--- src/logic/fcs_cfg.svh ---
// Constants for the floppy command sequencer
`ifndef FCS_CFG_SVH
`define FCS_CFG_SVH
`define FCS_OP_READ 5'h06
`define FCS_OP_WRITE 5'h05
`define FCS_OP_WRDEL 5'h09
`define FCS_OP_RDDEL 5'h0c
`define FCS_OP_RDID 5'h0a
`define FCS_OP_RDTRK 5'h02
`define FCS_OP_FORMAT 5'h0d
`define FCS_OP_SCANEQ 5'h11
`define FCS_OP_SCANLE 5'h19
`define FCS_OP_SCANHE 5'h1d
`define FCS_OP_RECAL 5'h07
`define FCS_OP_SENSEI 5'h08
`define FCS_OP_SPECIFY 5'h03
`define FCS_OP_SENSED 5'h04
`define FCS_OP_SEEK 5'h0f
`define FCS_LEN_RW 4'h9
`define FCS_LEN_TWO 4'h2
`define FCS_LEN_FMT 4'h6
`define FCS_LEN_SPEC 4'h3
`define FCS_LEN_ONE 4'h1
`define FCS_RES_SEVEN 3'h7
`define FCS_RES_TWO 3'h2
`define FCS_RES_ONE 3'h1
`define FCS_RES_NONE 3'h0
`define FCS_BIT_MT 7
`define FCS_BIT_MF 6
`define FCS_BIT_SK 5
`define FCS_IDX_C 4'h2
`define FCS_IDX_H 4'h3
`define FCS_IDX_R 4'h4
`define FCS_IDX_N 4'h5
`define FCS_IDX_EOT 4'h6
`define FCS_IDX_GPL 4'h7
`define FCS_IDX_LAST 4'h8
`define FCS_MSR_RQM 7
`define FCS_MSR_DIO 6
`define FCS_MSR_BUSY 4
`define FCS_HLT_STEP_MS 2
`define FCS_HUT_STEP_MS 16
`define FCS_SRT_STEP_MS 1
`define FCS_RATE_500 2'h0
`define FCS_RATE_300 2'h1
`define FCS_RATE_250 2'h2
`define FCS_CLK_MHZ 10
`define FCS_SRC_MHZ 16
`endif

--- src/logic/fcs_pkg.sv ---
// Types shared by the floppy command sequencer files
package fcs_pkg;
    typedef enum logic [1:0] {fcs_cmd, fcs_exec, fcs_result} fcs_phase_t;
    typedef struct packed {
        logic sclk_en; // Sampling clock enable
        logic mclk_en; // Master clock enable
        logic wclk_en; // Write clock enable
    } fcs_clk_en_t;
    typedef struct packed {
        logic [7:0] cyl; // Cylinder
        logic [7:0] head; // Head address
        logic [7:0] sector; // Sector number
        logic [7:0] size; // Size code
    } fcs_id_t;
    typedef struct packed {
        logic req; // Drive transfer request
        logic [7:0] sector; // Sector being worked
        logic [1:0] drive; // Selected drive
        logic head; // Selected head
    } fcs_drive_t;
endpackage : fcs_pkg

--- src/logic/fcs_rate_div.sv ---
// Rate enable divider for one derived clock
`timescale 1ns/1ps
module fcs_rate_div #(
    parameter int NUM = 16, // Target rate numerator in 100 kHz
    parameter int DEN = 100 // Source rate in 100 kHz
) (
    input wire logic mclk, // System clock
    input wire logic rst, // Synchronous reset
    input wire logic [7:0] rate_num, // Requested rate in 100 kHz
    output logic tick // One-cycle enable pulse
);
    // Phase accumulator; fractional rates jitter by one cycle, the average is exact
    logic [15:0] acc_r;
    logic [15:0] acc_nxt;
    logic tick_nxt;
    always_comb
    begin
        acc_nxt = acc_r + {8'h00, rate_num};
        tick_nxt = 1'b0;
        if (acc_nxt >= 16'(DEN))
        begin
            acc_nxt = acc_nxt - 16'(DEN);
            tick_nxt = 1'b1;
        end
    end
    // Register stage
    always_ff @(posedge mclk)
    begin
        if (rst)
        begin
            acc_r <= 16'h0000;
            tick <= 1'b0;
        end
        else
        begin
            acc_r <= acc_nxt;
            tick <= tick_nxt;
        end
    end
endmodule : fcs_rate_div

--- src/logic/fcs_seq.sv ---
// Floppy command sequencer: command, execution and result phases
//
// Overview of operation
// - 500k MFM: sample 16, master 4, write 1 MHz
// - fifteen operations, started by data writes of one to nine bytes
// - phases run command, execution, then result
// - result bytes offered after execution completes
// - select line low status, high data
// - transfer stops after sector equal last_sector_number
// - short count used only when size zero
// - head load delay 0-254 ms, 2 ms steps
// - head unload delay 0-240 ms, 16 ms steps
// - step interval 1-16 ms, 1 ms steps
// - density bit low FM, high MFM
// - multitrack continues onto second head
// - compare stride one consecutive, two alternate
// - bypass flag skips deleted-mark sectors
// - gap3 length sets format gap size
// - programmed option moves data without DMA
// - read sector: nine bytes in, seven out
// - write sector: same bytes, bypass zero
// - deleted write: nine in, seven out
// - identifier read returns first found identifier
// - track read runs index to last sector
// - format takes four parameters, returns seven
// - equal compare adds stride parameter
`timescale 1ns/1ps
`include "fcs_cfg.svh"
module fcs_seq (
    input wire logic mclk, // 10 MHz clock
    input wire logic rst, // Synchronous reset, active high
    input wire logic register_select_line, // Low status, high data
    input wire logic host_rd, // Host read strobe
    input wire logic host_wr, // Host write strobe
    input wire logic [7:0] host_wdata, // Host write data
    output logic [7:0] host_rdata, // Host read data
    input wire logic [1:0] rate_sel, // Data rate choice
    input wire logic programmed_transfer_option, // Non-DMA transfers
    input wire logic deleted_mark_seen, // Current sector has deleted mark
    input wire logic sector_done, // Drive finished one sector
    input wire logic id_valid, // Drive found a good identifier
    input wire fcs_pkg::fcs_id_t id_found, // Identifier seen on disk
    input wire logic [7:0] drive_state_status, // Drive status byte
    output fcs_pkg::fcs_clk_en_t clk_en, // Derived clock enables
    output fcs_pkg::fcs_drive_t drive_ctl, // Drive request and selection
    output logic double_density_select, // High selects MFM
    output logic dma_req, // DMA data request
    output logic pio_req, // Programmed transfer request
    output logic [7:0] byte_count, // Bytes per sector
    output logic [7:0] gap3_length, // Gap 3 size
    output logic [1:0] compare_stride, // Compare stride
    output logic [7:0] head_load_delay, // Head load time in ms
    output logic [7:0] head_unload_delay, // Head unload time in ms
    output logic [4:0] step_interval, // Step time in ms
    output fcs_pkg::fcs_phase_t phase // Current phase
);
    import fcs_pkg::*;

    // Rate numerators in 100 kHz units for sample, master and write clocks
    logic [7:0] s_num;
    logic [7:0] m_num;
    logic [7:0] w_num;
    always_comb
    begin
        case (rate_sel)
            `FCS_RATE_500:
            begin
                s_num = 8'ha0;
                m_num = 8'h28;
                w_num = 8'h0a;
            end
            `FCS_RATE_300:
            begin
                s_num = 8'h60;
                m_num = 8'h18;
                w_num = 8'h06;
            end
            default:
            begin
                // 250k MFM scales every clock by half
                s_num = 8'h50;
                m_num = 8'h14;
                w_num = 8'h05;
            end
        endcase
    end
    // Enables stand for the scaled clocks; the fastest cannot exceed mclk, so
    // the sampling rate is scaled down by the source-to-mclk ratio
    fcs_rate_div #(.NUM(1), .DEN(`FCS_SRC_MHZ * 10)) u_sdiv (
        .mclk(mclk), .rst(rst), .rate_num(s_num), .tick(clk_en.sclk_en));
    fcs_rate_div #(.NUM(1), .DEN(`FCS_SRC_MHZ * 10)) u_mdiv (
        .mclk(mclk), .rst(rst), .rate_num(m_num), .tick(clk_en.mclk_en));
    fcs_rate_div #(.NUM(1), .DEN(`FCS_SRC_MHZ * 10)) u_wdiv (
        .mclk(mclk), .rst(rst), .rate_num(w_num), .tick(clk_en.wclk_en));

    // Parameter bytes gathered during the command phase
    logic [7:0] pbuf_r [0:8];
    logic [7:0] pbuf_nxt [0:8];
    logic [3:0] idx_r, idx_nxt; // Byte position in phase
    logic [3:0] need_r, need_nxt; // Command length
    logic [2:0] rlen_r, rlen_nxt; // Result length
    fcs_phase_t phase_r, phase_nxt;
    logic [7:0] sec_r, sec_nxt; // Working sector
    logic head_r, head_nxt; // Working head
    logic [7:0] st0_r, st0_nxt; // result_status_a
    logic [7:0] hlt_r, hlt_nxt, hut_r, hut_nxt;
    logic [4:0] srt_r, srt_nxt;
    fcs_id_t idcap_r, idcap_nxt; // Captured identifier
    logic [4:0] op;
    logic [7:0] res_byte;
    logic last_sec;

    assign op = pbuf_r[0][4:0];
    assign last_sec = (sec_r == pbuf_r[`FCS_IDX_EOT]);

    // Command length and result length by opening byte
    function automatic logic [6:0] fcs_lens(input logic [4:0] code);
        begin
            case (code)
                `FCS_OP_READ, `FCS_OP_WRITE, `FCS_OP_WRDEL, `FCS_OP_RDDEL, `FCS_OP_RDTRK,
                `FCS_OP_SCANEQ, `FCS_OP_SCANLE, `FCS_OP_SCANHE:
                    fcs_lens = {`FCS_LEN_RW, `FCS_RES_SEVEN};
                `FCS_OP_RDID: fcs_lens = {`FCS_LEN_TWO, `FCS_RES_SEVEN};
                // four parameters plus two code bytes
                `FCS_OP_FORMAT: fcs_lens = {`FCS_LEN_FMT, `FCS_RES_SEVEN};
                `FCS_OP_SPECIFY: fcs_lens = {`FCS_LEN_SPEC, `FCS_RES_NONE};
                `FCS_OP_SEEK: fcs_lens = {`FCS_LEN_SPEC, `FCS_RES_NONE};
                `FCS_OP_RECAL: fcs_lens = {`FCS_LEN_TWO, `FCS_RES_NONE};
                `FCS_OP_SENSED: fcs_lens = {`FCS_LEN_TWO, `FCS_RES_ONE};
                `FCS_OP_SENSEI: fcs_lens = {`FCS_LEN_ONE, `FCS_RES_TWO};
                // Unknown codes answer one status byte
                default: fcs_lens = {`FCS_LEN_ONE, `FCS_RES_ONE};
            endcase
        end
    endfunction : fcs_lens

    // Result byte mux, seven-byte layout: three status, then identifier
    always_comb
    begin
        case (idx_r)
            4'h0: res_byte = (rlen_r == `FCS_RES_ONE && op == `FCS_OP_SENSED) ? drive_state_status : st0_r;
            4'h1: res_byte = (rlen_r == `FCS_RES_TWO) ? idcap_r.cyl : 8'h00;
            4'h2: res_byte = 8'h00;
            4'h3: res_byte = idcap_r.cyl;
            4'h4: res_byte = idcap_r.head;
            4'h5: res_byte = idcap_r.sector;
            4'h6: res_byte = idcap_r.size;
            default: res_byte = 8'h00;
        endcase
    end

    // Sequencer next-state logic
    always_comb
    begin
        pbuf_nxt = pbuf_r;
        idx_nxt = idx_r;
        need_nxt = need_r;
        rlen_nxt = rlen_r;
        phase_nxt = phase_r;
        sec_nxt = sec_r;
        head_nxt = head_r;
        st0_nxt = st0_r;
        hlt_nxt = hlt_r;
        hut_nxt = hut_r;
        srt_nxt = srt_r;
        idcap_nxt = idcap_r;
        case (phase_r)
            fcs_cmd:
            begin
                if (host_wr && register_select_line)
                begin
                    pbuf_nxt[idx_r] = host_wdata;
                    if (idx_r == 4'h0)
                        {need_nxt, rlen_nxt} = fcs_lens(host_wdata[4:0]);
                    idx_nxt = idx_r + 4'h1;
                    if ((idx_r + 4'h1) >= ((idx_r == 4'h0) ? fcs_lens(host_wdata[4:0]) >> 3 : {3'h0, need_r}))
                    begin
                        idx_nxt = 4'h0;
                        phase_nxt = fcs_exec;
                    end
                end
            end
            fcs_exec:
            begin
                case (op)
                    `FCS_OP_SPECIFY:
                    begin
                        srt_nxt = 5'(pbuf_r[1][7:4]) + 5'h01;
                        hut_nxt = {pbuf_r[1][3:0] + 4'h1, 4'h0};
                        hlt_nxt = {pbuf_r[2][7:1], 1'b0};
                        phase_nxt = fcs_cmd;
                    end
                    `FCS_OP_SEEK, `FCS_OP_RECAL:
                        phase_nxt = fcs_cmd;
                    `FCS_OP_SENSED, `FCS_OP_SENSEI:
                        phase_nxt = fcs_result;
                    `FCS_OP_RDID:
                    begin
                        if (id_valid)
                        begin
                            idcap_nxt = id_found;
                            phase_nxt = fcs_result;
                        end
                    end
                    `FCS_OP_FORMAT:
                    begin
                        // one pass over the track; gap from parameter
                        if (sector_done)
                        begin
                            sec_nxt = sec_r + 8'h01;
                            idcap_nxt.sector = sec_r + 8'h01;
                            if (sec_r + 8'h01 >= pbuf_r[3])
                                phase_nxt = fcs_result;
                        end
                    end
                    default:
                    begin
                        if (sector_done)
                        begin
                            idcap_nxt = {pbuf_r[`FCS_IDX_C], 7'h00, head_r, sec_r, pbuf_r[`FCS_IDX_N]};
                            // end of track, maybe other head
                            if (last_sec && pbuf_r[0][`FCS_BIT_MT] && !head_r && op != `FCS_OP_RDTRK)
                            begin
                                head_nxt = 1'b1;
                                sec_nxt = 8'h01;
                            end
                            else if (last_sec)
                                phase_nxt = fcs_result;
                            else if (op[4] && pbuf_r[`FCS_IDX_LAST][1])
                                sec_nxt = sec_r + 8'h02;
                            else
                                sec_nxt = sec_r + 8'h01;
                        end
                    end
                endcase
                if (phase_nxt == fcs_result)
                    st0_nxt = {6'h00, pbuf_r[1][1:0]} | {5'h00, head_r, 2'h0};
            end
            fcs_result:
            begin
                if (host_rd && register_select_line)
                begin
                    idx_nxt = idx_r + 4'h1;
                    if (idx_r + 4'h1 >= {1'b0, rlen_r})
                    begin
                        idx_nxt = 4'h0;
                        phase_nxt = fcs_cmd;
                    end
                end
            end
            default: phase_nxt = fcs_cmd;
        endcase
        // Entering execution loads working sector and head
        if (phase_r == fcs_cmd && phase_nxt == fcs_exec)
        begin
            sec_nxt = (op == `FCS_OP_RDTRK || op == `FCS_OP_FORMAT) ? 8'h00 : pbuf_nxt[`FCS_IDX_R];
            if (pbuf_nxt[0][4:0] == `FCS_OP_RDTRK)
                sec_nxt = 8'h01;
            if (pbuf_nxt[0][4:0] == `FCS_OP_FORMAT)
                sec_nxt = 8'h00;
            head_nxt = pbuf_nxt[1][2];
        end
    end

    // Sequencer registers
    always_ff @(posedge mclk)
    begin
        if (rst)
        begin
            for (int i = 0; i < 9; i++)
                pbuf_r[i] <= 8'h00;
            idx_r <= 4'h0;
            need_r <= 4'h0;
            rlen_r <= 3'h0;
            phase_r <= fcs_cmd;
            sec_r <= 8'h00;
            head_r <= 1'b0;
            st0_r <= 8'h00;
            hlt_r <= 8'h02;
            hut_r <= 8'h10;
            srt_r <= 5'h01;
            idcap_r <= '0;
        end
        else
        begin
            pbuf_r <= pbuf_nxt;
            idx_r <= idx_nxt;
            need_r <= need_nxt;
            rlen_r <= rlen_nxt;
            phase_r <= phase_nxt;
            sec_r <= sec_nxt;
            head_r <= head_nxt;
            st0_r <= st0_nxt;
            hlt_r <= hlt_nxt;
            hut_r <= hut_nxt;
            srt_r <= srt_nxt;
            idcap_r <= idcap_nxt;
        end
    end

    // Data transfer operations need the drive's sector stream
    logic xfer_op;
    logic skip_sec;
    assign xfer_op = (phase_r == fcs_exec) && (op != `FCS_OP_SPECIFY) && (op != `FCS_OP_SEEK)
        && (op != `FCS_OP_RECAL) && (op != `FCS_OP_SENSED) && (op != `FCS_OP_SENSEI);
    // bypass deleted sectors on any operation with the bypass flag set
    assign skip_sec = pbuf_r[0][`FCS_BIT_SK] && deleted_mark_seen;
    assign pio_req = xfer_op && !skip_sec && programmed_transfer_option;
    assign dma_req = xfer_op && !skip_sec && !programmed_transfer_option;

    // Status and data reads; selects the source
    logic [7:0] msr;
    assign msr = {phase_r != fcs_exec, phase_r == fcs_result, 1'b0, phase_r != fcs_cmd, 4'h0};
    always_ff @(posedge mclk)
    begin
        if (rst)
            host_rdata <= 8'h00;
        else if (host_rd)
            host_rdata <= register_select_line ? res_byte : msr;
    end

    // Outputs taken from registers
    assign phase = phase_r;
    assign double_density_select = pbuf_r[0][`FCS_BIT_MF];
    // short count only for size zero
    assign byte_count = (pbuf_r[`FCS_IDX_N] == 8'h00) ? pbuf_r[`FCS_IDX_LAST] : 8'hff;
    assign gap3_length = (op == `FCS_OP_FORMAT) ? pbuf_r[4] : pbuf_r[`FCS_IDX_GPL];
    assign compare_stride = pbuf_r[`FCS_IDX_LAST][1:0];
    assign head_load_delay = hlt_r;
    assign head_unload_delay = hut_r;
    assign step_interval = srt_r;
    assign drive_ctl = {xfer_op, sec_r, pbuf_r[1][1:0], head_r};
endmodule : fcs_seq
--- config.mk ---
export PLATFORM = sky130hd
export DESIGN_NAME = fcs_seq
export DESIGN_NICKNAME = d
export VERILOG_FILES = /design/src/logic/fcs_pkg.sv /design/src/logic/fcs_rate_div.sv /design/src/logic/fcs_seq.sv
export VERILOG_INCLUDE_DIRS = /design/src /design/src/logic
export SDC_FILE = /design/constraint.sdc
export NUM_CORES = 1
export LEC_CHECK = 0
export BUFFER_PORTS_ARGS = -buffer_cell sky130_fd_sc_hd__buf_2
export CORE_MARGIN = 5
export CORE_UTILIZATION = 30
export DETAILED_ROUTE_END_ITERATION = 10
export SYNTH_ARGS = -nofsm -noshare
export SYNTH_HDL_FRONTEND = slang
export SYNTH_SLANG_ARGS = --single-unit
--- constraint.sdc ---
create_clock -name mclk -period 4.25 [get_ports mclk]
set_input_delay 0 -clock mclk [delete_from_list [all_inputs] [get_ports mclk]]
set_output_delay 0 -clock mclk [all_outputs]
set_load 0.02 [all_outputs]
# [Word-level counts from Yosys, hierarchy flattened]
# Memory sizes are Yosys's and may differ from the RTL's. A register that Yosys moved wholly into a read port is not among the register bits.
# Index checks and enable logic that the tools add are counted.
[totals] ff_bits=202 rom_bits=448 in_bits=59 out_inout_bits=67 word_cells=202 memories=2
[classes] n_addsub=12 order_cmp=8 eq_ne=37 muxes=62 bitwise_logic=4 reduce_logical=47
[memory_table] memory="(no name shown)" words=32 width=7 rd=1 rd_clocked_by_memory_dff=1 write_ports=0 line="fcs_seq.sv:119" source="case (code)"
[memory_table] memory="(no name shown)" words=32 width=7 rd=1 rd_clocked_by_memory_dff=0 write_ports=0 line="fcs_seq.sv:119"
[ops] cell="69-bit two-way mux" n=2
[ops] cell="8-bit two-way mux" n=16
[ops] cell="72-bit bitwise mux" n=1
[ops] cell="32-bit two-way mux" n=2
[ops] cell="16-bit by 8-bit greater-or-equal comparator with 1-bit output, second input constant" n=3
[ops] cell="16-bit two-way mux" n=3
[ops] cell="8-bit case mux with 2 select lines" n=3
[ops] cell="8-bit case mux with 6 select lines" n=1
[ops] cell="16-bit by 8-bit subtractor with 16-bit output, second input constant" n=3
[ops] cell="8-bit demux with 4-bit select" n=1
[ops] cell="16-bit case mux with 2 select lines" n=1
[ops] cell="5-bit by 4-bit == test with 1-bit output, second input constant" n=5
[ops] cell="8-bit case mux with 3 select lines" n=1
[ops] cell="2-bit two-way mux" n=11
[ops] cell="4-bit two-way mux" n=5
[ops] cell="1-bit logical AND" n=18
[ops] cell="16-bit by 4-bit adder with 16-bit output" n=1
[ops] cell="16-bit by 6-bit adder with 16-bit output" n=1
[ops] cell="16-bit by 8-bit adder with 16-bit output" n=1
[ops] cell="4-bit case mux with 2 select lines" n=2
[ops] cell="5-bit by 2-bit == test with 1-bit output, second input constant" n=3
[ops] cell="7-bit two-way mux" n=2
[ops] cell="4-bit by 3-bit == test with 1-bit output, second input constant" n=3
[ops] cell="6-bit case mux with 2 select lines" n=1
[ops] cell="44 further kinds" n=80

# [Longest topological paths before layout]
# Gate-level depths: netlist of the first run.
[logic_depth] word_depth=13 ltp_mapped=16 mapped_depth_nobuf=15

# [Modules after synthesis]
# Synthesis of the first run repeated with hierarchy kept, for this count alone.
[unflattened] cells_unflattened=1474 hier_area_um2=12369.4
[by_module_without_submodules] module="fcs_seq" n_inst=1 cells_each=1005 area_per_inst_um2=8231.6 seq_area_each_um2=3062.9
[by_module_without_submodules] module="fcs_rate_div at u_mdiv ..." n_inst=2 cells_each=153 area_per_inst_um2=1348.8 seq_area_each_um2=340.3
[by_module_without_submodules] module="fcs_rate_div at u_sdiv" n_inst=1 cells_each=163 area_per_inst_um2=1440.1 seq_area_each_um2=340.3

# [Worst setup path before layout of the first run]
# Ideal clock, no wire load.
[synth_timing] kind="register -> register" startpoint="reg idx_r[0]" endpoint="reg sec_r[5]" setup_time_ns=0.069 t_arrival_ns=3.085 required_time_ns=4.181 slack_ns=1.095 path_stages_with_launch=16 path_buffers=1 period_less_slack_ns=3.155 path_cell_list="dfxtp_1 -> inv_1 -> ha_1 -> or3b_4 -> clkbuf_1 -> nand2_1 -> o21ai_0 -> ha_1 -> nand2b_1 -> a21o_1 -> a21o_1 -> a21oi_1 -> nor2_1 -> nor2_1 -> o21ai_0 -> o21ai_1"
[synth_between] elab_chain_len=12 word_cells_on_any_way=33 cone_classes="add/sub: 2; order compare: 4; eq/ne: 5; mux: 15; bitwise: 1; reduce/logical: 6"
[synth_rtl] element="start, declared" line="fcs_seq.sv:99" source="logic [3:0] idx_r, idx_nxt;"
[synth_rtl] element="start signal, assigned" line="fcs_seq.sv:287" source="idx_r <= idx_nxt;"
[synth_rtl] element="parallel branches: the longest is 12 deep, another holds 4-bit by 1-bit adder with 5-bit output"
[synth_rtl] element="end signal, assigned" line="fcs_seq.sv:291" source="sec_r <= sec_nxt;"
[synth_rtl] element="end, declared" line="fcs_seq.sv:103" source="logic [7:0] sec_r, sec_nxt;"
# Parallel ways; which one is timed is not known.
# A chain may end at the register's enable or synchronous reset.

# [Worst setup path in the final report of the first run]
[layout_timing] startpoint="in host_wdata[1]" endpoint="reg sec_r[5]"
[layout_between] elab_chain_len=12 word_cells_on_any_way=23 cone_classes="order compare: 1; eq/ne: 5; mux: 12; reduce/logical: 4; memory: 1"
[layout_rtl] element="start, declared" line="fcs_seq.sv:35" source="input wire logic [7:0] host_wdata,"
[layout_rtl] element="memory 32 x 7 bit"
[layout_rtl] element="7-bit two-way mux" line="fcs_seq.sv:170" source="if (host_wr && register_select_line)"
[layout_rtl] element="7-bit two-way mux" line="fcs_seq.sv:167" source="case (phase_r)"
[layout_rtl] element="4-bit two-way mux" line="fcs_seq.sv:176" source="if ((idx_r + 4'h1) >= ((idx_r == 4'h0) ? fcs_lens(host_wdata[4:0]) >> 3 : {3'h0, need_r}))"
[layout_rtl] element="5-bit by 4-bit greater-or-equal comparator with 1-bit output" line="fcs_seq.sv:176"
[layout_rtl] element="2-bit two-way mux" line="fcs_seq.sv:176"
[layout_rtl] element="2-bit two-way mux" line="fcs_seq.sv:170"
[layout_rtl] element="2-bit case mux with 3 select lines" line="fcs_seq.sv:167"
[layout_rtl] element="2-bit by 1-bit == test with 1-bit output" line="fcs_seq.sv:254" source="if (phase_r == fcs_cmd && phase_nxt == fcs_exec)"
[layout_rtl] element="1-bit logical AND" line="fcs_seq.sv:254"
[layout_rtl] element="4-bit by 1-bit inequality test with 1-bit output (no line), or another cell as far along"
[layout_rtl] element="4-bit AND reduction (no line)"
# Several ways; a longest one is shown, not always the timed one. The select of a mux whose other input is x is not followed.

==> flow_summary.yaml, run 1 <==
run_status:
  outcome: "finished clean"
critical_path:
  max_stage_delay_ps: 520
  timing.critical_path.slowest_stage_cell: "sky130_fd_sc_hd__dlygate4sd3_1"
  endpoint: "sec_r[5]"
  critPathLaunch: "host_wdata[1]"
  crit_type: "primary input to flop"
  worstSetupStartpointType: "primary input"
  cp_common_cell: "sky130_fd_sc_hd__nor2_1"
  timing.rr.start: "idx_r[0]"
  crit_chain: "dlygate4sd3_1, buf_2, inv_1, ha_1, nor2_1, a21oi_1, a211oi_1, o21ai_0, ha_1, nand2b_1, a21o_1, a21o_1, a21oi_1, nor2_1, nor2_1, o21ai_0, o21ai_1"
  worstPathArrival_ps: 4180
  number_of_cells_on_the_worst_reg_to_reg_path: 14
  timing.reg2reg.setup_slack_ps: 610
  cp_max_fo: 13
  timing.critical_path.max_delay_family: "compound AO/OA/AOI/OAI gates"
  path_buf_inv: 3
  critical_path_required_ps: 4630
  worst_setup_path_end_kind: "flop"
  timing.critical_path.depth: 17
  rr_endpoint: "sec_r[5]"
placed_design:
  gpl.final_weighted_congestion: 0.882
  io_buffers: 120
  worst_setup_slack_post_dpl_ps: 621
  dp.final_hpwl_um: 24300
timing:
  final-setup-viol-count: 0
  period_share: 0.895
  max_slew.worst_pin.slew_ps: 1110
  worst_slew_slack_as_a_fraction_of_its_limit: 0.250
  finClkSkew_ps: 21.2
  fmax_mhz: 263
  period_minus_ws_final_ps: 3800
  finalWorstSetupSlack_ps: 447
  setup_total_negative_slack_ps: 0
  rsz_0062_raised_after_global_routing: "no"
  final-hold-violation-count: 0
  timing.final.max_slew_violations: 0
die:
  core.rowCount: 71
  core_area_sq_mm: 0.0376
  die_height_um: 205
  floorplan.initialDensity: 0.303
  die_w_um: 205
  die_area_sq_mm: 0.0419
  boundaryPins: 126
yosys:
  yosys-mux-area-fraction: 0.0562
  post_synth_and_or_nand_nor_area_fraction: 0.242
  yosys.area_share.xor_xnor: 0.0455
  synth.most_common_cell: "sky130_fd_sc_hd__dfxtp_1"
  synth_ff_type: "sky130_fd_sc_hd__dfxtp_1"
  post-synth-top-area-fraction: 0.349
  yosysUniqueCellTypes: 88
  synth_adder_area_share: 0.0526
  netlist_instances: 1432
  synthesized_area_fraction_occupied_by_ao_oa_aoi_and_oai_cells: 0.199
  post_synth_instance_area_sq_mm: 0.0114
  yosys_warnings: 0
  synth.top_cells.by_count: "sky130_fd_sc_hd__dfxtp_1 (198), sky130_fd_sc_hd__nand2_1 (180), sky130_fd_sc_hd__nor2_1 (175), sky130_fd_sc_hd__a21oi_1 (103), sky130_fd_sc_hd__clkbuf_1 (78)"
  synth-seq-cells: 198
  synth_top_family_by_area: "simple AND/OR/NAND/NOR gates"
  yosysTopAreaCell: "sky130_fd_sc_hd__dfxtp_1"
  synth-async-reset-ratio: 0
  synth_edf_count: 0
  syn_avg_cell_area_sq_um: 7.94
  ys_top_cells_by_area: "sky130_fd_sc_hd__dfxtp_1 (35%), sky130_fd_sc_hd__nand2_1 (5.9%), sky130_fd_sc_hd__nor2_1 (5.8%)"
  synth.yosys.seq_area_share: 0.349
clock_tree:
  clock_latency_ps: 450
  post_cts_buffers: 0
  clock_tree.htree_level_count: 4
  cts_inserted_buffers: 17
  postCtsResizedCells: 0
  clockRootBuffer: "sky130_fd_sc_hd__clkbuf_16"
  tritoncts: "built"
  clock_sinks: 198
  maximum_buffer_depth_of_the_clock_tree: 2
  clkSlewWorstSetupHoldPaths_ps: 80
detailed_routing:
  route.final.wire_length_um: 33700
  post_dr_vias_cell: 5.14
  antenna_left: 0
  via_count: 10500
  wire_per_inst_um: 16.5
  violation_count_after_the_first_detailed_routing_iteration: 728
  drt_pass1_iterations: 5
  drt_drc_violations_left: 0
final_layout:
  design.final.nets: 1624
  nFillCells: 3927
  drive_above_1_share: 0.125
  area_delta_synth_final_pct: 17.0
global_route:
  grt_use_total: 0.158
  grt_max_degree: 113
  grt_pass1_wl_um: 54000
  grt_antenna_before_repair: 1
  number_of_global_route_vias_before_repair: 9924
  grt_overflow: 0
power_and_ir_drop:
  vdd_drop_max_uv: 266
  power.total_mw: 5.85
  power_leakage_nw: 5.12
  power-per-cell-area_mw_per_mm2: 439
hold_path:
  timing.hold.worst.class: "primary input to flop"
run:
  timing.max_cap.violations: 0
==> power by group <==
group	leakage [nW]	internal [mW]	switching [mW]	total [mW]
clock network	0.302	0.813	0.882	1.70
logic	3.21	0.799	1.09	1.89
registers	1.61	2.04	0.218	2.26
==> tightest hold or removal path: stages <==
cell	delay, ps
sky130_fd_sc_hd__buf_2	90
sky130_fd_sc_hd__mux2i_1	60
sky130_fd_sc_hd__o21ai_0	150
sky130_fd_sc_hd__a21oi_1	70
sky130_fd_sc_hd__nor2_1	70
==> stage by stage <==
step / hold slack [ps] / std cells / cell area [sq um] / util
6_report: 26.5 / 2044 / 13300 / 0.354
5_1_grt: 50.0 / 2043 / 13300 / 0.354
4_1_cts: 1.67 / 2043 / 13300 / 0.354
3_5_place_dp: 262 / 1966 / 12200 / 0.325
3_3_place_gp: 260 / 1966 / 12200 / 0.325
2_1_floorplan: 79.8 / 1436 / 11400 / -
==> final cells by class <==
cell class | count | area, sq um | share of cell area
Antenna cell | 1 | 2.50 | 0.000188
Clock buffer | 17 | 425 | 0.0320
Clock inverter | 15 | 198 | 0.0149
Inverter | 32 | 120 | 0.00903
Multi-Input combinational cell | 1093 | 6800 | 0.511
Sequential cell | 198 | 3960 | 0.298
Tap cell | 511 | 639 | 0.0481
Timing Repair Buffer | 177 | 1160 | 0.0872
==> worst min path at each step <==
stage,from,cells after the start,to
floorplan,programmed_transfer_option,1,dma_req
detailed placement,programmed_transfer_option,3,dma_req
global placement,programmed_transfer_option,3,dma_req
finish,drive_state_status[1],5,host_rdata[1]
global route,drive_state_status[1],5,host_rdata[1]
CTS,id_found[10],3,idcap_r[10]
==> cell usage in the layout (no fill, tap or decap), types with 7 or more instances in the layout <==
cell type                       synthesis  routed
sky130_fd_sc_hd__a221oi_1              14      14
sky130_fd_sc_hd__a211oi_1              27      27
sky130_fd_sc_hd__a21oi_1              103     103
sky130_fd_sc_hd__buf_4                 14      11
sky130_fd_sc_hd__dlygate4sd3_1          0      45
sky130_fd_sc_hd__o21a_1                 7       7
sky130_fd_sc_hd__nand2_1              180     180
sky130_fd_sc_hd__a211o_1                7       7
sky130_fd_sc_hd__o31ai_1                7       7
sky130_fd_sc_hd__or2_2                 12      12
sky130_fd_sc_hd__o21ai_0               50      50
sky130_fd_sc_hd__xor2_1                27      27
sky130_fd_sc_hd__nor3_1                26      25
sky130_fd_sc_hd__nand4_1               14      14
sky130_fd_sc_hd__and2_1                19      19
sky130_fd_sc_hd__nand3_1               61      61
sky130_fd_sc_hd__xnor2_1               32      32
sky130_fd_sc_hd__a311oi_1              23      23
sky130_fd_sc_hd__o211ai_1               7       7
sky130_fd_sc_hd__and3_1                13      13
sky130_fd_sc_hd__nor2b_1               28      28
sky130_fd_sc_hd__nand2b_1              12      12
sky130_fd_sc_hd__mux2i_1               58      58
sky130_fd_sc_hd__nor4_1                 7       7
sky130_fd_sc_hd__a21o_1                13      13
sky130_fd_sc_hd__dfxtp_1              198     198
sky130_fd_sc_hd__ha_1                  43      43
sky130_fd_sc_hd__inv_1                 32      32
sky130_fd_sc_hd__nor2_1               175     175
sky130_fd_sc_hd__buf_2                 13     119
sky130_fd_sc_hd__a22o_1                15      15
sky130_fd_sc_hd__a31oi_1                9       9
sky130_fd_sc_hd__clkbuf_16              0      17
==> kinds of logic (layout without fill, tap and decap cells) <==
group,after synthesis,count (layout)
multiplexers,63,63
flip-flops,198,198
AO/OA/AOI/OAI,333,333
AND/OR/NAND/NOR,587,587
buffers and inverters,145,241
other,1,6
XOR/XNOR,59,59
adder cells (fa/ha/maj),46,46
==> state kept, by name (all words and copies together), names as in the netlist, 3 cells and up <==
signal and cells:
u_wdiv.acc_r 16, head_load_delay 7, step_interval 5, host_rdata 8
sec_r 8, rlen_r 3, need_r 4, pbuf_r 62
idcap_r 32, u_mdiv.acc_r 14, op 5, st0_r 3
head_unload_delay 4, u_sdiv.acc_r 12, idx_r 4
==> layer usage <==
layer  wire length [um]  share of wire  track usage  vias to the layer above
li1                   -              -            -                     5242
met1              16400           0.49        0.229                     4968
met2              14900           0.44        0.243                      256
met3               1970          0.059       0.0310                       37
met4                460          0.014       0.0383                        0
met5                  0              0            0                        -
==> timing repair <==
item / in CTS / in global routing
hold buffers: 45 / 0
endpoints found under the setup margin: 0 / 0
endpoints found under the hold margin: 59 / 0
No activity file was read; power rests on OpenSTA's default activity.
==> run 2, diff against run 1 <==
--- a/config.mk
+++ b/config.mk
@@ -7,7 +7,7 @@
 export NUM_CORES = 1
 export LEC_CHECK = 0
 export BUFFER_PORTS_ARGS = -buffer_cell sky130_fd_sc_hd__buf_2
-export CORE_MARGIN = 5
+export CORE_MARGIN = 2
 export CORE_UTILIZATION = 30
 export DETAILED_ROUTE_END_ITERATION = 10
 export SYNTH_ARGS = -nofsm -noshare
==> flow_summary.yaml, run 2 (synthesis results as in run 1) <==
die:
  die_w_um: 199
  floorplan.initialDensity: 0.303
  core_area_sq_mm: 0.0375
  die_area_sq_mm: 0.0395
  core.rowCount: 71
  boundaryPins: 126
  die_height_um: 199
placed_design:
  dp.final_hpwl_um: 24000
  gpl.final_weighted_congestion: 0.852
  io_buffers: 120
  place.detailed.instances: 1965
clock_tree:
  maximum_buffer_depth_of_the_clock_tree: 2
  clock_latency_ps: 450
  clockRootBuffer: "sky130_fd_sc_hd__clkbuf_16"
  tritoncts: "built"
  post_cts_buffers: 0
  clkSlewWorstSetupHoldPaths_ps: 90
  cts_inserted_buffers: 17
  clock_tree.htree_level_count: 4
  clock_sinks: 198
final_layout:
  layout_common_cells: "sky130_fd_sc_hd__dfxtp_1 (198), sky130_fd_sc_hd__nand2_1 (180), sky130_fd_sc_hd__nor2_1 (175)"
  mostFrequentLayoutCell: "sky130_fd_sc_hd__dfxtp_1"
  total_area_of_multi_input_combinational_cells_sq_mm: 0.00680
  drive_above_1_share: 0.125
  finalNonFillerCells: 2040
  top_regs: "pbuf_r: 62 flops, idcap_r: 32 flops, u_wdiv.acc_r: 16 flops"
  antenna_cells: 0
  nFillCells: 3979
  top_register: "pbuf_r"
  largest_reg_flops: 62
  ff_latch_area_sq_mm: 0.00396
  area_delta_synth_final_pct: 17.1
  design.final.nets: 1621
critical_path:
  worst_setup_path_end_kind: "flop"
  worstSetupStartpointType: "primary input"
  cp_max_fo: 13
  worstPathArrival_ps: 4100
  crit_type: "primary input to flop"
  crit_chain: "dlygate4sd3_1, buf_2, inv_1, ha_1, nor2_1, a21oi_1, a211oi_1, o21ai_0, ha_1, nand2b_1, a21o_1, a21o_1, a21oi_1, nor2_1, nor2_1, o21ai_0, o21ai_1"
  cp_common_cell: "sky130_fd_sc_hd__nor2_1"
  timing.critical_path.slowest_stage_cell: "sky130_fd_sc_hd__dlygate4sd3_1"
  max_stage_delay_ps: 510
  critical_path_required_ps: 4640
timing:
  max_slew.worst_pin.slew_ps: 1000
  worst_slew_slack_as_a_fraction_of_its_limit: 0.324
  setup_total_negative_slack_ps: 0
  period_minus_ws_final_ps: 3710
  finClkSkew_ps: 17.8
  rsz_0062_raised_after_global_routing: "no"
  timing.final.max_slew_violations: 0
  period_share: 0.873
  final-hold-violation-count: 0
  fmax_mhz: 270
  final-setup-viol-count: 0
global_route:
  grt_antenna_before_repair: 0
  number_of_global_route_vias_before_repair: 9645
  grt_max_degree: 100
  grt_overflow: 0
  grt_pass1_wl_um: 51900
  grt_use_total: 0.167
detailed_routing:
  drt_drc_violations_left: 0
  drt_pass1_iterations: 5
  route.final.wire_length_um: 33500
  antenna_left: 0
  via_count: 10600
  wire_per_inst_um: 16.4
  violation_count_after_the_first_detailed_routing_iteration: 874
  post_dr_vias_cell: 5.19
power_and_ir_drop:
  power-per-cell-area_mw_per_mm2: 447
  vdd_drop_max_uv: 271
  power_leakage_nw: 5.13
run_status:
  outcome: "finished clean"
run:
  timing.max_cap.violations: 0
hold_path:
  timing.hold.worst.class: "primary input to flop"
## run 2: cell count changes in the layout (fill, tap and decap cells not counted)
| cell | delta |
|---|---|
| sky130_fd_sc_hd__inv_16 | +1 |
| sky130_fd_sc_hd__inv_12 | +1 |
| sky130_fd_sc_hd__clkinv_4 | -1 |
| sky130_fd_sc_hd__buf_4 | -1 |
| sky130_fd_sc_hd__diode_2 | -1 |
| sky130_fd_sc_hd__bufinv_16 | +1 |
| sky130_fd_sc_hd__clkinv_8 | -1 |
| sky130_fd_sc_hd__clkinv_2 | -1 |
| sky130_fd_sc_hd__dlygate4sd3_1 | -2 |
## run 2: through the flow
step | setup WS, ps | utilization | area (sq um) | total power [mW] | hold WS [ps]
2_1_floorplan | 1100 | - | 11400 | 3.76 | 79.8
3_3_place_gp | 758 | 0.326 | 12200 | 4.10 | 259
3_5_place_dp | 667 | 0.326 | 12200 | 4.15 | 261
4_1_cts | 605 | 0.355 | 13300 | 5.98 | 0.517
5_1_grt | 274 | 0.355 | 13300 | 6.32 | 27.9
6_report | 540 | 0.355 | 13300 | 5.95 | 17.9
## run 2: per-layer routing
metal  vias up  share of wire  global-route usage
met5         -              0                   0
met4         0          0.019              0.0520
met3        45          0.063              0.0300
met2       317           0.43               0.247
met1      5015           0.49               0.244
li1       5217              -                   -
## run 2: repair_timing
action                    CTS  global route
hold endpoints to repair   57             0
resized for setup           0             0
hold buffers               43             0
## run 2: path summary, 6_finish.rpt
path / startpoint / end / slack (ps) / cells past startpoint
setup / recovery: host_wdata[1] / sec_r[5] / 540 / 17
hold reg to reg: step_interval[1] / step_interval[1] / 460 / 2
hold / removal: id_found[10] / idcap_r[10] / 20 / 3
setup reg to reg: idx_r[0] / sec_r[5] / 660 / 13
## run 2: area by class of cell
type,count,share of cell area
well taps,511,0.0480
clock buffers,17,0.0320
flip-flops and latches,198,0.298
clock inverters,15,0.0176
inverters,32,0.00902
repair buffers,174,0.0851
multi-input cells,1093,0.511
## run 2: where the power goes
group / switching [mW] / leakage (nW) / internal (mW) / total (mW)
logic: 1.09 / 3.20 / 0.799 / 1.89
registers: 0.217 / 1.61 / 2.04 / 2.26
clock network: 0.918 / 0.318 / 0.887 / 1.80
## run 2: worst max-delay path: cells and delay by family
kind                     cells  cell delay, ps
buffers and inverters        3             940
adder cells (fa/ha/maj)      2             630
AO/OA/AOI/OAI                8            1590
AND/OR/NAND/NOR              4             930
==> run 3, diff against run 2 <==
==> constraint.sdc (replaced) <==
create_clock -name mclk -period 4.25 [get_ports mclk]
set_input_delay 0.85 -clock mclk [delete_from_list [all_inputs] [get_ports mclk]]
set_output_delay 0.85 -clock mclk [all_outputs]
set_load 0.02 [all_outputs]
==> flow_summary.yaml, run 3 (synthesis results as in run 1) <==
clock_tree:
  clock_latency_ps: 460
  clock_sinks: 198
  clkSlewWorstSetupHoldPaths_ps: 80
  clockRootBuffer: "sky130_fd_sc_hd__clkbuf_16"
  cts_inserted_buffers: 17
  tritoncts: "built"
  maximum_buffer_depth_of_the_clock_tree: 2
  post_cts_hold_buffer_count: 0
  post_cts_buffers: 0
  clock_tree.htree_level_count: 4
  postCtsResizedCells: 0
critical_path:
  worstPathArrival_ps: 4040
  critical_path_required_ps: 4600
  worstSetupStartpointType: "primary input"
  worst_setup_path_end_kind: "flop"
  crit_type: "primary input to flop"
  cp_max_fo: 9
final_layout:
  total_area_of_multi_input_combinational_cells_sq_mm: 0.00680
  ff_latch_area_sq_mm: 0.00396
  layout_common_cells: "sky130_fd_sc_hd__dfxtp_1 (198), sky130_fd_sc_hd__nand2_1 (180), sky130_fd_sc_hd__nor2_1 (175)"
  area_delta_synth_final_pct: 13.6
  nFillCells: 4002
  drive_above_1_share: 0.135
  largest_reg_flops: 62
  mostFrequentLayoutCell: "sky130_fd_sc_hd__dfxtp_1"
  design.final.nets: 1590
  top_register: "pbuf_r"
  top_regs: "pbuf_r: 62 flops, idcap_r: 32 flops, u_wdiv.acc_r: 16 flops"
timing:
  timing.final.max_slew_violations: 0
  period_minus_ws_final_ps: 3700
  fmax_mhz: 271
  rsz_0062_raised_after_global_routing: "no"
  period_share: 0.870
  finClkSkew_ps: 20.4
  final-hold-violation-count: 0
  setup_total_negative_slack_ps: 0
  worst_slew_slack_as_a_fraction_of_its_limit: 0.206
  max_slew.worst_pin.slew_ps: 1190
  final-setup-viol-count: 0
placed_design:
  io_buffers: 120
  gpl.final_weighted_congestion: 0.852
  dp.final_hpwl_um: 23800
die:
  die_height_um: 199
  die_w_um: 199
  floorplan.initialDensity: 0.303
  core_area_sq_mm: 0.0375
  die_area_sq_mm: 0.0395
  boundaryPins: 126
  core.rowCount: 71
detailed_routing:
  violation_count_after_the_first_detailed_routing_iteration: 865
  drt_drc_violations_left: 0
  drt_pass1_iterations: 6
  via_count: 10400
  wire_per_inst_um: 16.4
  route.final.wire_length_um: 32900
  post_dr_vias_cell: 5.18
  antenna_left: 0
power_and_ir_drop:
  power.total_mw: 5.79
  power-per-cell-area_mw_per_mm2: 448
  vdd_drop_max_uv: 300
  power_leakage_nw: 4.97
run:
  timing.max_cap.violations: 0
run_status:
  outcome: "finished clean"
global_route:
  number_of_global_route_vias_before_repair: 9514
  grt_use_total: 0.168
  grt_antenna_before_repair: 1
  grt_pass1_wl_um: 52000
  grt_overflow: 0
  grt_max_degree: 119
hold_path:
  timing.hold.worst.class: "flop to flop"
[run 3: final timing paths]
| kind | from | end | slack, ps | cells past startpoint |
|---|---|---|---|---|
| worst max-delay path | rate_sel[1] | u_mdiv.acc_r[11] | 550 | 13 |
| worst min register to register | step_interval[4] | step_interval[4] | 450 | 2 |
| worst max register to register | idx_r[0] | sec_r[1] | 910 | 9 |
| worst min-delay path | step_interval[4] | step_interval[4] | 450 | 2 |
[run 3: worst max-delay path: stages]
cell and delay (ps):
sky130_fd_sc_hd__buf_2 150, sky130_fd_sc_hd__or2_2 330, sky130_fd_sc_hd__inv_1 130, sky130_fd_sc_hd__ha_1 330, sky130_fd_sc_hd__a21oi_1 340, sky130_fd_sc_hd__and2_1 390
sky130_fd_sc_hd__xnor2_1 200, sky130_fd_sc_hd__ha_1 210, sky130_fd_sc_hd__o21ai_0 120, sky130_fd_sc_hd__or2_0 320, sky130_fd_sc_hd__o31ai_1 230, sky130_fd_sc_hd__o31ai_1 120
sky130_fd_sc_hd__mux2_1 320
[run 3: final cells by class]
cell class | count | share of cell area
clock buffers | 18 | 0.0332
well taps | 511 | 0.0495
clock inverters | 14 | 0.0133
inverters | 32 | 0.00930
multi-input cells | 1093 | 0.526
flip-flops and latches | 198 | 0.307
repair buffers | 143 | 0.0613
diodes | 1 | 0.000194
[run 3: report_power, final]
| part | switching, mW | internal [mW] | total [mW] |
|---|---|---|---|
| clock | 0.846 | 0.799 | 1.65 |
| sequential | 0.219 | 2.04 | 2.26 |
| combinational | 1.09 | 0.788 | 1.88 |
[run 3: through the flow]
step / util / hold WS, ps / area [sq um] / worst slack (ps) / std cells
after floorplan: - / 432 / 11400 / 369 / 1436
after global placement: 0.328 / 441 / 12300 / 230 / 1977
after detailed placement: 0.328 / 447 / 12300 / 132 / 1977
after CTS: 0.344 / 457 / 12900 / 615 / 2009
after global routing: 0.344 / 475 / 12900 / 325 / 2009
final: 0.345 / 454 / 12900 / 554 / 2010
[run 3: metal layers]
layer / track usage / vias to the layer above / wire length, um / share of wire
li1: - / 5153 / - / -
met1: 0.240 / 4925 / 16000 / 0.49
met2: 0.250 / 306 / 14300 / 0.43
met3: 0.0337 / 37 / 2020 / 0.061
met4: 0.0531 / 0 / 589 / 0.018
met5: 0 / - / 0 / 0
